`src/core/pam_pkg.sv`:
```
// Constants shared by the six-line port: register byte addresses, bit
// positions, reset values and the line-2 output source selections.
// Assumes a 32-bit classic Wishbone slave with 4-bit data in the low nibble.
package pam_pkg;
   // ------------------------------------------------------------
   // Register byte addresses
   // ------------------------------------------------------------
   localparam logic [7:0] ADR_PIN_VALUE = 8'h00;
   localparam logic [7:0] ADR_DRIVE_EN = 8'h04;
   localparam logic [7:0] ADR_PULLDOWN_OFF = 8'h08;
   localparam logic [7:0] ADR_OPEN_DRAIN = 8'h0c;
   localparam logic [7:0] ADR_UPPER_LINES = 8'h10;
   localparam logic [7:0] ADR_FREQ_RESET = 8'h14;
   localparam logic [7:0] ADR_OUT_SEL_FIRST = 8'h18;
   localparam logic [7:0] ADR_OUT_SEL_SECOND = 8'h1c;
   localparam logic [7:0] ADR_WAKE_CTRL = 8'h20;
   localparam logic [7:0] ADR_POWER_CTRL = 8'h24;
   // ------------------------------------------------------------
   // Bit positions
   // ------------------------------------------------------------
   localparam int B_OD5 = 3;
   localparam int B_OE5 = 2;
   localparam int B_DATA5 = 1;
   localparam int B_ACT_RESET_EN = 3;
   localparam int B_EXT_RESET_EN = 2;
   localparam int B_SER_STATUS3 = 3;
   localparam int B_SER_CLOCK1 = 2;
   localparam int B_PWM1 = 1;
   localparam int B_PWM0 = 0;
   localparam int B_NOPD5 = 3;
   localparam int B_FREQ5 = 2;
   localparam int B_WAKE34 = 3;
   localparam int B_WAKE05 = 2;
   localparam int B_PICK34 = 1;
   localparam int B_PICK05 = 0;
   localparam int B_SLEEP = 0;
   localparam int B_VCHECK = 1;
   localparam int B_NOPULL4 = 2;
   // ------------------------------------------------------------
   // Reset values and frequency select codes
   // ------------------------------------------------------------
   localparam logic [3:0] RST_NIBBLE = 4'h0;
   localparam logic [3:0] RST_OUT_SEL_SECOND = 4'h3;
   localparam logic [1:0] FS_CORE = 2'h3;
   localparam logic [1:0] FS_SYSTEM = 2'h2;
   localparam logic [1:0] FS_2KHZ = 2'h1;
   // Line-2 source, in the order of its two select bits.
   typedef enum logic [1:0] {L2_DATA, L2_FREQ, L2_SOUT, L2_RSTIND} pam_l2sel_t;
endpackage

```
`src/core/pam_pad_if.sv`:
```
// Per-line drive request passed from the port core to the pad stage.
// Assumes one clock domain; all members are flop-driven by the core.
`timescale 1ns/100ps
`default_nettype none
interface pam_pad_if;
   logic [5:0] val;
   logic [5:0] oe;
   logic [5:0] od;
   logic [5:0] pd_off;
   modport drv (output val, output oe, output od, output pd_off);
   modport pad (input val, input oe, input od, input pd_off);
endinterface
`default_nettype wire

```
`src/core/pam_debounce.sv`:
```
// Input filter: accepts a level stable over two debouncer clock edges.
// Assumes tick_i is a one-cycle pulse at each debouncer clock rise.
`timescale 1ns/100ps
`default_nettype none
module pam_debounce (
   // Clock and reset
   input wire logic mclk_i,
   input wire logic resetn_i,
   // Debouncer tick, raw level and filtered level
   input wire logic tick_i,
   input wire logic d_i,
   output logic q_o
);
   logic last_reg;
   logic moved_reg;

   // A change between ticks spoils the next acceptance.
   always_ff @(posedge mclk_i or negedge resetn_i)
   begin
      if (!resetn_i)
      begin
         last_reg <= 1'b0;
         moved_reg <= 1'b0;
         q_o <= 1'b0;
      end
      else if (tick_i)
      begin
         if (d_i == last_reg && !moved_reg)
            q_o <= d_i;
         last_reg <= d_i;
         moved_reg <= 1'b0;
      end
      else if (d_i != last_reg)
         moved_reg <= 1'b1;
   end
endmodule
`default_nettype wire

```
`src/core/pam_pad_drv.sv`:
```
// Pad stage: turns value, enable and drive style into pin signals.
// Assumes the core holds every request in flip-flops.
`timescale 1ns/100ps
`default_nettype none
module pam_pad_drv (
   // Requests from the core
   pam_pad_if.pad pad,
   // Pin side
   output logic [5:0] line_o,
   output logic [5:0] line_oe_o,
   output logic [5:0] pullup_o,
   output logic [5:0] pulldown_o
);
   // Open drain drives only the low level; a high is left to the pull-up.
   always_comb
   begin
      line_o = pad.val & ~pad.od;
      line_oe_o = pad.oe & ~(pad.od & pad.val);
   end

   // Pulls stay off while the line is a defined output; never both on.
   always_comb
   begin
      pullup_o = pad.od & (~pad.oe | pad.val);
      pulldown_o = ~pad.pd_off & ~pad.od & ~pad.oe;
   end
endmodule
`default_nettype wire

```
`src/core/pam_port_a_io_mux.sv`:
```
// Six-line general-purpose port: registers, input blocking, wake-up on
// change, external reset pick, and output multiplexing of each line except input-only line 4.
// Assumes pin levels and source signals are synchronous to mclk_i.
// resetn_i is the power-on reset; sys_reset_i is any other system reset.
//
// Contract
// - In sleep, a change on a wake-enabled paired input leaves sleep at once.
// - In serial slave mode line 0 is data in, line 1 clock in.
// - Debounced rising pulse on picked line resets only with both enables set.
// - Reset source is line 3 when pick bit is 0, line 4 when 1.
// - Voltage check enable routes line 4 to the level detector.
// - While routed, a read of line 4 returns 0.
// - Power-on reset clears control registers: pull-ups off, pull-downs on (the second output select resets to 3).
// - Registers hold through sleep; any reset ends sleep.
// - Other resets keep power-on-only bits, reinitialise the rest.
// - After any reset lines 0 to 3 are tri-stated.
// - Lines 0, 3, 4 block in sleep unless used for wake or interrupt (line 3 or 4 also stays live when picked as the enabled reset pin).
// - Lines 1 and 2 block whenever the sleep bit is set.
// - Line 4 also blocks during voltage check; line 5 never blocks.
// - CMOS drives both levels; open drain drives only low.
// - Pulls are off while a line is a defined output.
// - Drive enable makes a line an output; reads give pin level.
// - In system reset, line 2 is forced output under the strap pattern while line 2 is set to the reset indicator.
// - Every reset clears the line 2 drive enable.
// - Frequency select: 11 core, 10 system, 01 2 kHz, 00 1 Hz.
// - Line 0 output is general value or counter PWM by its select.
// - Core clock is RC clock, or line 1 when external clock used.
// - Open-drain bits reset only at power-on, default CMOS.
// - Pull-down off bits remove pull-down; cleared only at power-on (line 4's bit is in power control and clears on every reset).
// - Line 1 output: serial clock, else PWM or general value.
// - Line 2 output: general, frequency, serial data or reset indicator.
// - Line 3 output: serial status when selected, else general value.
// - Debounced inputs accept only after two stable debouncer edges.
//
// The Wishbone slave port and the register addresses were left to the implementer.
`timescale 1ns/100ps
`default_nettype none
module pam_port_a_io_mux (
   // Clock and resets
   input wire logic mclk_i,
   input wire logic resetn_i,
   input wire logic sys_reset_i,
   // Wishbone slave
   input wire logic wb_cyc_i,
   input wire logic wb_stb_i,
   input wire logic wb_we_i,
   input wire logic [7:0] wb_adr_i,
   input wire logic [3:0] wb_sel_i,
   input wire logic [31:0] wb_dat_i,
   output logic [31:0] wb_dat_o,
   output logic wb_ack_o,
   // Pins
   input wire logic [5:0] line_i,
   output logic [5:0] line_o,
   output logic [5:0] line_oe_o,
   output logic [5:0] pullup_o,
   output logic [5:0] pulldown_o,
   // Peripheral sources and sinks
   input wire logic deb_tick_i,
   input wire logic [1:0] irq_en_i,
   input wire logic ser_master_i,
   input wire logic ser_dout_i,
   input wire logic ser_sclk_i,
   input wire logic ser_status_i,
   input wire logic pwm_i,
   input wire logic rc_clk_i,
   input wire logic ext_clk_sel_i,
   input wire logic sys_clk_i,
   input wire logic clk_2khz_i,
   input wire logic clk_1hz_i,
   input wire logic clk_8khz_i,
   output logic [5:0] line_in_o,
   output logic [5:0] blocked_o,
   output logic ser_din_o,
   output logic ser_sclk_o,
   output logic test_var1_o,
   output logic test_var2_o,
   output logic detector_route_o,
   output logic ext_reset_o,
   output logic sleep_o,
   output logic wake_o
);
   import pam_pkg::*;

   logic [3:0] data_reg;
   logic [3:0] oe_reg;
   logic [3:0] nopd_reg;
   logic [3:0] od_reg;
   logic od5_reg;
   logic oe5_reg;
   logic data5_reg;
   logic [3:0] frq_reg;
   logic [3:0] sel3_reg;
   logic [3:0] sel4_reg;
   logic [3:0] wake_reg;
   logic [2:1] pwr_reg;
   logic sleep_reg;
   logic [5:0] prev_reg;
   logic q34_prev_reg;
   logic ext_rst_reg;
   logic wake_reg_p;
   logic [31:0] rd_next;
   logic [5:0] val_next;
   logic [5:0] oe_next;
   logic wr;
   logic sys_rst;
   logic src05;
   logic src34;
   logic ch05;
   logic ch34;
   logic wake_hit;
   logic q05;
   logic q34;
   logic core_clk;
   logic freq_sig;
   logic force2;
   logic used0;
   logic used3;
   logic used4;
   pam_l2sel_t l2sel;
   pam_pad_if pad_bus ();

   // ------------------------------------------------------------
   // Bus slave
   // ------------------------------------------------------------

   // Writes land once, on the cycle the acknowledge is raised.
   assign wr = wb_cyc_i && wb_stb_i && wb_we_i && !wb_ack_o && wb_sel_i[0];
   // Any reset other than power-on: the system reset or our own pin reset.
   assign sys_rst = sys_reset_i || ext_rst_reg;

   // Single-wait acknowledge; unmapped addresses still answer with zero.
   always_ff @(posedge mclk_i or negedge resetn_i)
   begin
      if (!resetn_i)
      begin
         wb_ack_o <= 1'b0;
         wb_dat_o <= 32'h0000_0000;
      end
      else
      begin
         wb_ack_o <= wb_cyc_i && wb_stb_i && !wb_ack_o;
         if (wb_cyc_i && wb_stb_i && !wb_ack_o && !wb_we_i)
            wb_dat_o <= rd_next;
      end
   end

   // Read mux; pin values show the gated terminal level, not the latch.
   always_comb
   begin
      rd_next = 32'h0000_0000;
      if (wb_adr_i == ADR_PIN_VALUE)
         rd_next[3:0] = line_in_o[3:0];
      else if (wb_adr_i == ADR_DRIVE_EN)
         rd_next[3:0] = oe_reg;
      else if (wb_adr_i == ADR_PULLDOWN_OFF)
         rd_next[3:0] = nopd_reg;
      else if (wb_adr_i == ADR_OPEN_DRAIN)
         rd_next[3:0] = od_reg;
      else if (wb_adr_i == ADR_UPPER_LINES)
         rd_next[3:0] = {od5_reg, oe5_reg, line_in_o[5], line_in_o[4]};
      else if (wb_adr_i == ADR_FREQ_RESET)
         rd_next[3:0] = frq_reg;
      else if (wb_adr_i == ADR_OUT_SEL_FIRST)
         rd_next[3:0] = sel3_reg;
      else if (wb_adr_i == ADR_OUT_SEL_SECOND)
         rd_next[3:0] = sel4_reg;
      else if (wb_adr_i == ADR_WAKE_CTRL)
         rd_next[3:0] = wake_reg;
      else if (wb_adr_i == ADR_POWER_CTRL)
         rd_next[3:0] = {1'b0, pwr_reg, sleep_reg};
   end

   // ------------------------------------------------------------
   // Power-on-only registers
   // ------------------------------------------------------------

   // Pull settings other than line 4's, drive style and frequency settings survive system resets.
   always_ff @(posedge mclk_i or negedge resetn_i)
   begin
      if (!resetn_i)
      begin
         nopd_reg <= RST_NIBBLE;
         od_reg <= RST_NIBBLE;
         od5_reg <= 1'b0;
         frq_reg <= RST_NIBBLE;
         sel4_reg <= RST_OUT_SEL_SECOND;
      end
      else if (wr)
      begin
         if (wb_adr_i == ADR_PULLDOWN_OFF)
            nopd_reg <= wb_dat_i[3:0];
         if (wb_adr_i == ADR_OPEN_DRAIN)
            od_reg <= wb_dat_i[3:0];
         if (wb_adr_i == ADR_UPPER_LINES)
            od5_reg <= wb_dat_i[B_OD5];
         if (wb_adr_i == ADR_FREQ_RESET)
            frq_reg <= wb_dat_i[3:0];
         if (wb_adr_i == ADR_OUT_SEL_SECOND)
            sel4_reg <= wb_dat_i[3:0];
      end
   end

   // ------------------------------------------------------------
   // System registers
   // ------------------------------------------------------------

   // Every reset clears these, so lines 0 to 3 come back as inputs.
   always_ff @(posedge mclk_i or negedge resetn_i)
   begin
      if (!resetn_i)
      begin
         data_reg <= RST_NIBBLE;
         oe_reg <= RST_NIBBLE;
         oe5_reg <= 1'b0;
         data5_reg <= 1'b0;
         sel3_reg <= RST_NIBBLE;
         wake_reg <= RST_NIBBLE;
         pwr_reg <= 2'h0;
      end
      else if (sys_rst)
      begin
         data_reg <= RST_NIBBLE;
         oe_reg <= RST_NIBBLE;
         oe5_reg <= 1'b0;
         data5_reg <= 1'b0;
         sel3_reg <= RST_NIBBLE;
         wake_reg <= RST_NIBBLE;
         pwr_reg <= 2'h0;
      end
      else if (wr)
      begin
         if (wb_adr_i == ADR_PIN_VALUE)
            data_reg <= wb_dat_i[3:0];
         if (wb_adr_i == ADR_DRIVE_EN)
            oe_reg <= wb_dat_i[3:0];
         if (wb_adr_i == ADR_UPPER_LINES)
         begin
            oe5_reg <= wb_dat_i[B_OE5];
            data5_reg <= wb_dat_i[B_DATA5];
         end
         if (wb_adr_i == ADR_OUT_SEL_FIRST)
            sel3_reg <= wb_dat_i[3:0];
         if (wb_adr_i == ADR_WAKE_CTRL)
            wake_reg <= wb_dat_i[3:0];
         if (wb_adr_i == ADR_POWER_CTRL)
            pwr_reg <= wb_dat_i[B_NOPULL4:B_VCHECK];
      end
   end

   // ------------------------------------------------------------
   // Sleep and wake-up on change
   // ------------------------------------------------------------

   assign src05 = wake_reg[B_PICK05] ? line_i[5] : line_i[0];
   assign src34 = wake_reg[B_PICK34] ? line_i[4] : line_i[3];
   assign ch05 = wake_reg[B_PICK05] ? (line_i[5] != prev_reg[5]) : (line_i[0] != prev_reg[0]);
   assign ch34 = wake_reg[B_PICK34] ? (line_i[4] != prev_reg[4]) : (line_i[3] != prev_reg[3]);
   assign wake_hit = sleep_reg && ((wake_reg[B_WAKE05] && ch05) || (wake_reg[B_WAKE34] && ch34));

   // Wake needs no debouncer clock, since clocks stop in sleep.
   always_ff @(posedge mclk_i or negedge resetn_i)
   begin
      if (!resetn_i)
      begin
         sleep_reg <= 1'b0;
         wake_reg_p <= 1'b0;
         prev_reg <= 6'h00;
      end
      else
      begin
         prev_reg <= line_i;
         wake_reg_p <= wake_hit && !sys_rst;
         if (sys_rst)
            sleep_reg <= 1'b0;
         else if (wake_hit)
            sleep_reg <= 1'b0;
         else if (wr && wb_adr_i == ADR_POWER_CTRL)
            sleep_reg <= wb_dat_i[B_SLEEP];
      end
   end

   assign sleep_o = sleep_reg;
   assign wake_o = wake_reg_p;

   // ------------------------------------------------------------
   // Input blocking and distribution
   // ------------------------------------------------------------

   // A line used for wake, interrupt or reset must stay live in sleep.
   assign used0 = !wake_reg[B_PICK05] && (wake_reg[B_WAKE05] || irq_en_i[0]);
   assign used3 = !wake_reg[B_PICK34] && (wake_reg[B_WAKE34] || irq_en_i[1] || frq_reg[B_EXT_RESET_EN]);
   assign used4 = wake_reg[B_PICK34] && (wake_reg[B_WAKE34] || irq_en_i[1] || frq_reg[B_EXT_RESET_EN]);
   assign blocked_o[0] = sleep_reg && !used0;
   assign blocked_o[1] = sleep_reg;
   assign blocked_o[2] = sleep_reg;
   assign blocked_o[3] = sleep_reg && !used3;
   assign blocked_o[4] = (sleep_reg && !used4) || pwr_reg[B_VCHECK];
   assign blocked_o[5] = 1'b0;
   assign line_in_o = line_i & ~blocked_o;
   assign detector_route_o = pwr_reg[B_VCHECK];
   // Serial slave takes data on line 0 and its clock on line 1.
   assign ser_din_o = line_in_o[0];
   assign ser_sclk_o = !ser_master_i && line_in_o[1];

   // ------------------------------------------------------------
   // Debounced inputs and external reset
   // ------------------------------------------------------------

   pam_debounce u_deb05 (
      .mclk_i(mclk_i),
      .resetn_i(resetn_i),
      .tick_i(deb_tick_i),
      .d_i(src05),
      .q_o(q05)
   );

   pam_debounce u_deb34 (
      .mclk_i(mclk_i),
      .resetn_i(resetn_i),
      .tick_i(deb_tick_i),
      .d_i(src34),
      .q_o(q34)
   );

   assign test_var1_o = q05;
   assign test_var2_o = q34;

   // One-cycle reset on a rising debounced edge; sleep has no clocks here.
   always_ff @(posedge mclk_i or negedge resetn_i)
   begin
      if (!resetn_i)
      begin
         q34_prev_reg <= 1'b0;
         ext_rst_reg <= 1'b0;
      end
      else
      begin
         q34_prev_reg <= q34;
         ext_rst_reg <= q34 && !q34_prev_reg && !sleep_reg && !ext_rst_reg
            && frq_reg[B_EXT_RESET_EN] && frq_reg[B_ACT_RESET_EN];
      end
   end

   assign ext_reset_o = ext_rst_reg;

   // ------------------------------------------------------------
   // Output multiplexing
   // ------------------------------------------------------------

   assign core_clk = ext_clk_sel_i ? line_i[1] : rc_clk_i;
   assign l2sel = pam_l2sel_t'(sel4_reg[1:0]);
   // Strap pattern on the other lines forces line 2 out during system reset while line 2 is set to the reset indicator.
   assign force2 = sys_reset_i && !line_i[0] && line_i[1] && line_i[4]
      && (l2sel == L2_RSTIND);

   // Frequency source for lines 2 and 5.
   always_comb
   begin
      case (frq_reg[1:0])
         FS_CORE: freq_sig = core_clk;
         FS_SYSTEM: freq_sig = sys_clk_i;
         FS_2KHZ: freq_sig = clk_2khz_i;
         default: freq_sig = clk_1hz_i;
      endcase
   end

   // Per-line source choice; line 4 is input only.
   always_comb
   begin
      val_next[0] = sel3_reg[B_PWM0] ? pwm_i : data_reg[0];
      if (sel3_reg[B_SER_CLOCK1])
         val_next[1] = ser_sclk_i;
      else
         val_next[1] = sel3_reg[B_PWM1] ? pwm_i : data_reg[1];
      case (l2sel)
         L2_DATA: val_next[2] = data_reg[2];
         L2_FREQ: val_next[2] = freq_sig;
         L2_SOUT: val_next[2] = ser_dout_i;
         default: val_next[2] = sys_reset_i || (!sleep_reg && clk_8khz_i);
      endcase
      val_next[3] = sel3_reg[B_SER_STATUS3] ? ser_status_i : data_reg[3];
      val_next[4] = 1'b0;
      val_next[5] = sel4_reg[B_FREQ5] ? freq_sig : data5_reg;
      oe_next = {oe5_reg, 1'b0, oe_reg[3], oe_reg[2] || force2, oe_reg[1:0]};
   end

   // Pin requests are registered so the pads never see decode glitches.
   always_ff @(posedge mclk_i or negedge resetn_i)
   begin
      if (!resetn_i)
      begin
         pad_bus.val <= 6'h00;
         pad_bus.oe <= 6'h00;
      end
      else
      begin
         pad_bus.val <= val_next;
         pad_bus.oe <= oe_next;
      end
   end

   assign pad_bus.od = {od5_reg, 1'b0, od_reg};
   assign pad_bus.pd_off = {sel4_reg[B_NOPD5], pwr_reg[B_NOPULL4], nopd_reg};

   pam_pad_drv u_pad (
      .pad(pad_bus.pad),
      .line_o(line_o),
      .line_oe_o(line_oe_o),
      .pullup_o(pullup_o),
      .pulldown_o(pulldown_o)
   );
endmodule
`default_nettype wire

```
`config.mk`:
```
export PLATFORM = sky130hd
export DESIGN_NAME = pam_port_a_io_mux
export DESIGN_NICKNAME = d
export VERILOG_FILES = /design/src/core/pam_pkg.sv /design/src/core/pam_pad_if.sv /design/src/core/pam_debounce.sv /design/src/core/pam_pad_drv.sv /design/src/core/pam_port_a_io_mux.sv
export SDC_FILE = /design/constraint.sdc
export NUM_CORES = 1
export LEC_CHECK = 0
export BUFFER_PORTS_ARGS = -buffer_cell sky130_fd_sc_hd__buf_4
export CORE_UTILIZATION = 51
export CTS_BUF_LIST = sky130_fd_sc_hd__clkbuf_8
export DETAILED_ROUTE_END_ITERATION = 16
export GPL_TIMING_DRIVEN = 0
export PLACE_DENSITY = 0.93
export SYNTH_ARGS = -nofsm -noshare
export SYNTH_HDL_FRONTEND = slang
export SYNTH_SLANG_ARGS = --single-unit
```
`constraint.sdc`:
```
create_clock -name mclk_i -period 2.3 [get_ports mclk_i]
set_input_delay 0.46 -clock mclk_i [delete_from_list [all_inputs] [get_ports mclk_i]]
set_output_delay 0.46 -clock mclk_i [all_outputs]
set_load 0.02 [all_outputs]
```
Yosys cells after proc, flatten, opt, wreduce, memory -nomap -nowiden
Cells that the tools add are included.
Widths: inputs -> output; s select.

storage, ports and cells
  flip-flop bits (word level) = 68
  input bits = 70
  output and inout port bits = 77
  logic and storage cells = 191

cells by class
  bitwise operators = 13
  reduce and logical (&&, ||, !) cells = 78
  muxes and demuxes = 50
  eq/ne operators = 23

operators by type and width
  operator            number
  $mux 4              21
  $and 6x6->6         7
  $eq 8x5->1 const B  4
  $logic_and 1x1->1   30
  $reduce_and 2->1    13
  $not 6->6           4
  $mux 1              23
  $reduce_bool 2->1   9
  $eq 8x4->1 const B  2
  $eq 8x6->1 const B  2
  $logic_not 1->1     15
  $eq 2x2->1 const B  4
  $eq 8x3->1 const B  1
  $logic_not 8->1     1
  $logic_or 1x1->1    8
  $mux 2              3
  $ne 1x1->1          6
  $not 5->6           1
  $or 6x6->6          1
  $pmux 1 s3          2
  $eq 2x1->1 const B  2
  $mux 3              1
  $reduce_bool 3->1   1
  $eq 1x1->1          2
  $logic_not 2->1     1

Depth between registers and ports, before layout
  depth after elaboration = 13
  gate-level depth with buffers = 7
  mapped depth without buffers = 5

Modules after synthesis
Synthesis repeated with hierarchy kept, for this count alone.

second synthesis, totals
  cell total of the unflattened synthesis = 388
  area total of the unflattened synthesis = 4046.4 sq um

by module, submodules not included
  module             cells each  times used  area an instance (sq um)  seq. area each (sq um)
  pam_port_a_io_mux  334         1           3565.9                    1503.9
  pam_debounce       12          2           135.1                     75.1
  pam_pad_drv        30          1           210.2                     0.0

Least setup slack after synthesis
No wires, ideal clock.

  path type = input -> register
  start = input port wb_adr_i[7]
  end = register nopd_reg[0]
  path buffers = 0
  arrival time = 1.879 ns
  data required time = 2.175 ns
  path slack = 0.297 ns
  library setup time = 0.125 ns
  stages = 4
  cell sequence = nor4_2 -> nand4_1 -> nor2_1 -> mux2_2

on the way
  word-level cells in the longest chain between the ends = 2

RTL lines
  element                            line                      source
  start: declaration                 pam_port_a_io_mux.sv:47   input wire logic [7:0] wb_adr_i,
  $eq 8x4->1                         pam_port_a_io_mux.sv:191  if (wb_adr_i == ADR_PULLDOWN_OFF)
  $reduce_and 2->1 (no source line)  n/a
  end signal: assignment             pam_port_a_io_mux.sv:192  nopd_reg <= wb_dat_i[3:0];
  end: declaration                   pam_port_a_io_mux.sv:87   logic [3:0] nopd_reg;

No other way between the ends.
A chain may end at the register's enable or synchronous reset.

Worst setup path in the final report
  start = input port wb_adr_i[7]
  end = register sel4_reg[2]

on the way
  word-level cells in the longest chain between the ends = 2

RTL lines
  element                            line                      source
  $eq 8x5->1                         pam_port_a_io_mux.sv:199  if (wb_adr_i == ADR_OUT_SEL_SECOND)
  $reduce_and 2->1 (no source line)  n/a
  end signal: assignment             pam_port_a_io_mux.sv:200  sel4_reg <= wb_dat_i[3:0];
  end: declaration                   pam_port_a_io_mux.sv:94   logic [3:0] sel4_reg;

No other way between the ends.

==> flow_metrics.tcl <==
set metrics [dict create \
    ys.flop_type "dfrtp_1" \
    grt_max_degree 67 \
    path_class "in2reg" \
    drt_iter0_markers 341 \
    clockRootBuffer "clkbuf_8" \
    gp_congestion 0.9169 \
    finalCritPeriodShare_pct 94.68 \
    syn_area_sq_um 3714 \
    syn_area_per_cell_sq_um 9.798 \
    gr-total-overflow 0 \
    grt_pass1_vias 3172 \
    critPathArrivalTime_ns 2.41 \
    post-route-drc-count 0 \
    path_clk_slew_ns 0.07 \
    timing.hold.ws_ns 0.2045 \
    finClkSkew_ns 0.01030 \
    post-route-min-period_ns 2.178 \
    ys_types 52 \
    cp-startpoint "wb_adr_i[7]" \
    clk-insertion-delay-late_ns 0.35 \
    cts_buffer_depth 2 \
    seq_area_frac_synth_pct 44.54 \
    critPathCapture "sel4_reg[2]" \
    drtPass1Iterations 5 \
    grt_pass1_wl_mm 16.16 \
    max_cap_viol_count 0 \
    end_kind "flip-flop" \
    seqPwrFrac_pct 43.7 \
    area_growth_pct 28.37 \
    drt-total-wl_mm 10.31 \
    tns_ns 0 \
    yosys_warnings 0 \
    setup_ws_ns 0.1223 \
    cts_num_sinks 66 \
    grt_antenna_before_repair 0 \
    nFillCells 570 \
    power.internal_uw 2061 \
    track_usage_pct 28.77 \
    dpl_cell_area_sq_um 4521 \
    finalSetupViolations 0 \
    die_x_microns 87.33 \
    rr_endpoint "pwr_reg[2]" \
    rr_startpoint "wb_ack_o" \
    dp_hpwl_mm 7.767 \
    die-area_sq_um 7627 \
    peakVddDrop_mv 0.3769 \
    p_sw_uw 709.8 \
    r2r_slack_ns 0.21 \
    buffer_ports.inserted 76 \
    drtAntennaViolNets 0 \
    start_util_pct 53.77 \
    synth_edf_count 0 \
    synth_cells 379 \
    max_freq_ghz 0.4592 \
    rows 30 \
    required_ns 2.53 \
    wl_per_cell_microns 17.27 \
    cts_buffers 9 \
    die_h_microns 87.33 \
    place_ws_ns -0.1831 \
    switching_share_pct 25.61 \
    slew_violations 0 \
    combPwrFrac_pct 13.8 \
    design_area_sq_um 4767 \
    power.density_nw_per_um2 581.3 \
    hold_viol 0 \
    p_leak_uw 0.002249 \
    startpoint_type "input pin" \
    routed_via_density 5.492 \
    async_flop_share_pct 100.0 \
    n_antenna_cell 0 \
    relSlewSlack_pct 42.69 \
    status "finished clean" \
    via_count 3279 \
    tritoncts "done" \
    layout.nets 566 \
    io_pins 147 \
    reg2reg_depth 5 \
    pwr-share-clk_pct 42.6 \
    hp-class "in2async" \
    rsz0062_at_grt "false" \
    htreeDepth 3 \
    core_area_sq_um 6907 \
    worst_pin_slew_ns 0.8477 \
    drive_gt1_share_pct 32.34 \
    power_uw 2771 \
    ys_ff_latch 66 \
    cp_max_fo 6 \
]
-- worst min path at each step --
stage | slack (ns) | end | cells after the start | from
2_1_floorplan | 0.16 | data5_reg | 0 | resetn_i
3_3_place_gp | 0.41 | pad_bus.oe[0] | 0 | oe_reg[0]
3_5_place_dp | 0.42 | pad_bus.oe[0] | 0 | oe_reg[0]
4_1_cts | 0.23 | u_deb05.q_o | 1 | resetn_i
5_1_grt | 0.25 | prev_reg[3] | 1 | line_i[3]
6_report | 0.20 | u_deb05.q_o | 1 | resetn_i
-- worst max-delay path, cell delays in order --
cell and delay [ns]:
buf_4 0.14, nor4b_1 0.75, and3_1 0.35, and3_1 0.17
buf_2 0.18, mux2_2 0.35
-- cell usage in the layout, fill, tap and decap left out, drive strengths merged, types with 10 or more instances in the layout --
| master | netlist | routed |
|---|---|---|
| mux2 | 18 | 18 |
| nor2 | 33 | 33 |
| a21oi | 16 | 16 |
| o21ai | 21 | 21 |
| nand2 | 22 | 22 |
| conb | 1 | 32 |
| dfrtp | 64 | 64 |
| mux2i | 24 | 24 |
| inv | 15 | 15 |
| nor3 | 15 | 15 |
| clkbuf | 13 | 21 |
| a21boi | 10 | 10 |
| buf | 41 | 117 |
-- cell usage after synthesis, types with 3 or more instances --
library cell,n,area (sq um)
nand4_1,4,25.02
buf_2,4,20.02
dfrtp_1,64,1602
a21oi_1,16,80.08
nor3_2,3,30.03
and3_1,6,37.54
xnor2_1,6,52.55
and2_1,3,18.77
nand2_1,22,82.58
nor2b_1,7,43.79
mux2_2,18,202.7
nand3b_1,4,30.03
a21boi_0,10,75.07
inv_1,15,56.30
mux2i_1,24,240.2
clkbuf_1,13,48.80
o21ai_0,21,105.1
nand3_1,9,45.04
o22ai_1,6,37.54
buf_4,36,270.3
or4_1,4,30.03
o2111ai_1,4,35.03
nor3_1,12,60.06
nor2_1,33,123.9
-- cell type report --
class,instances,area [sq um],share of cell area (%)
multi-input combinational,275,1785,37.45
clock inverter,7,117.6,2.467
sequential,66,1654,34.70
tap,96,120.1,2.520
timing repair buffer,76,570.5,11.97
buffer,53,339.1,7.113
inverter,15,56.30,1.181
clock buffer,9,123.9,2.598
-- power by group through the flow --
stage	combinational [uW]	clock [uW]	sequential, uW
floorplan	214	0	1240
global placement	368	0	1230
detailed placement	375	0	1230
CTS	376	1190	1210
global route	413	1240	1210
finish	381	1180	1210
-- stage by stage --
stage	util, %	instances
global placement	65.45	582
detailed placement	65.45	582
global route	69.02	597
finish	69.02	597
CTS	68.89	597
floorplan	-	410
-- cells by family (layout without fill, tap and decap cells) --
| group | after synthesis | in the layout | share of synthesized area (%) |
|---|---|---|---|
| xor+xnor | 6 | 6 | 1.415 |
| compound gates | 71 | 71 | 12.06 |
| mux | 44 | 44 | 13.14 |
| flops | 66 | 66 | 44.54 |
| buf+inv | 69 | 160 | 10.75 |
| other cells | 1 | 32 | 0.1010 |
| simple gates | 122 | 122 | 17.99 |
-- repair_timing --
action                                  4_1_cts  5_1_grt
buffers inserted                              0        0
pin swaps                                     0        0
hold buffers                                  0        0
endpoints found under the setup margin        1        3
resized for setup                             0        1
-- layer usage --
layer,global-route usage (%),vias up,share of wire (%)
met5,0,-,0
met4,11.03,0,2.4
met3,7.109,24,8.6
met2,47.16,172,49
met1,36.75,1575,40
li1,-,1508,-
No activity file was read; power rests on OpenSTA's default activity.
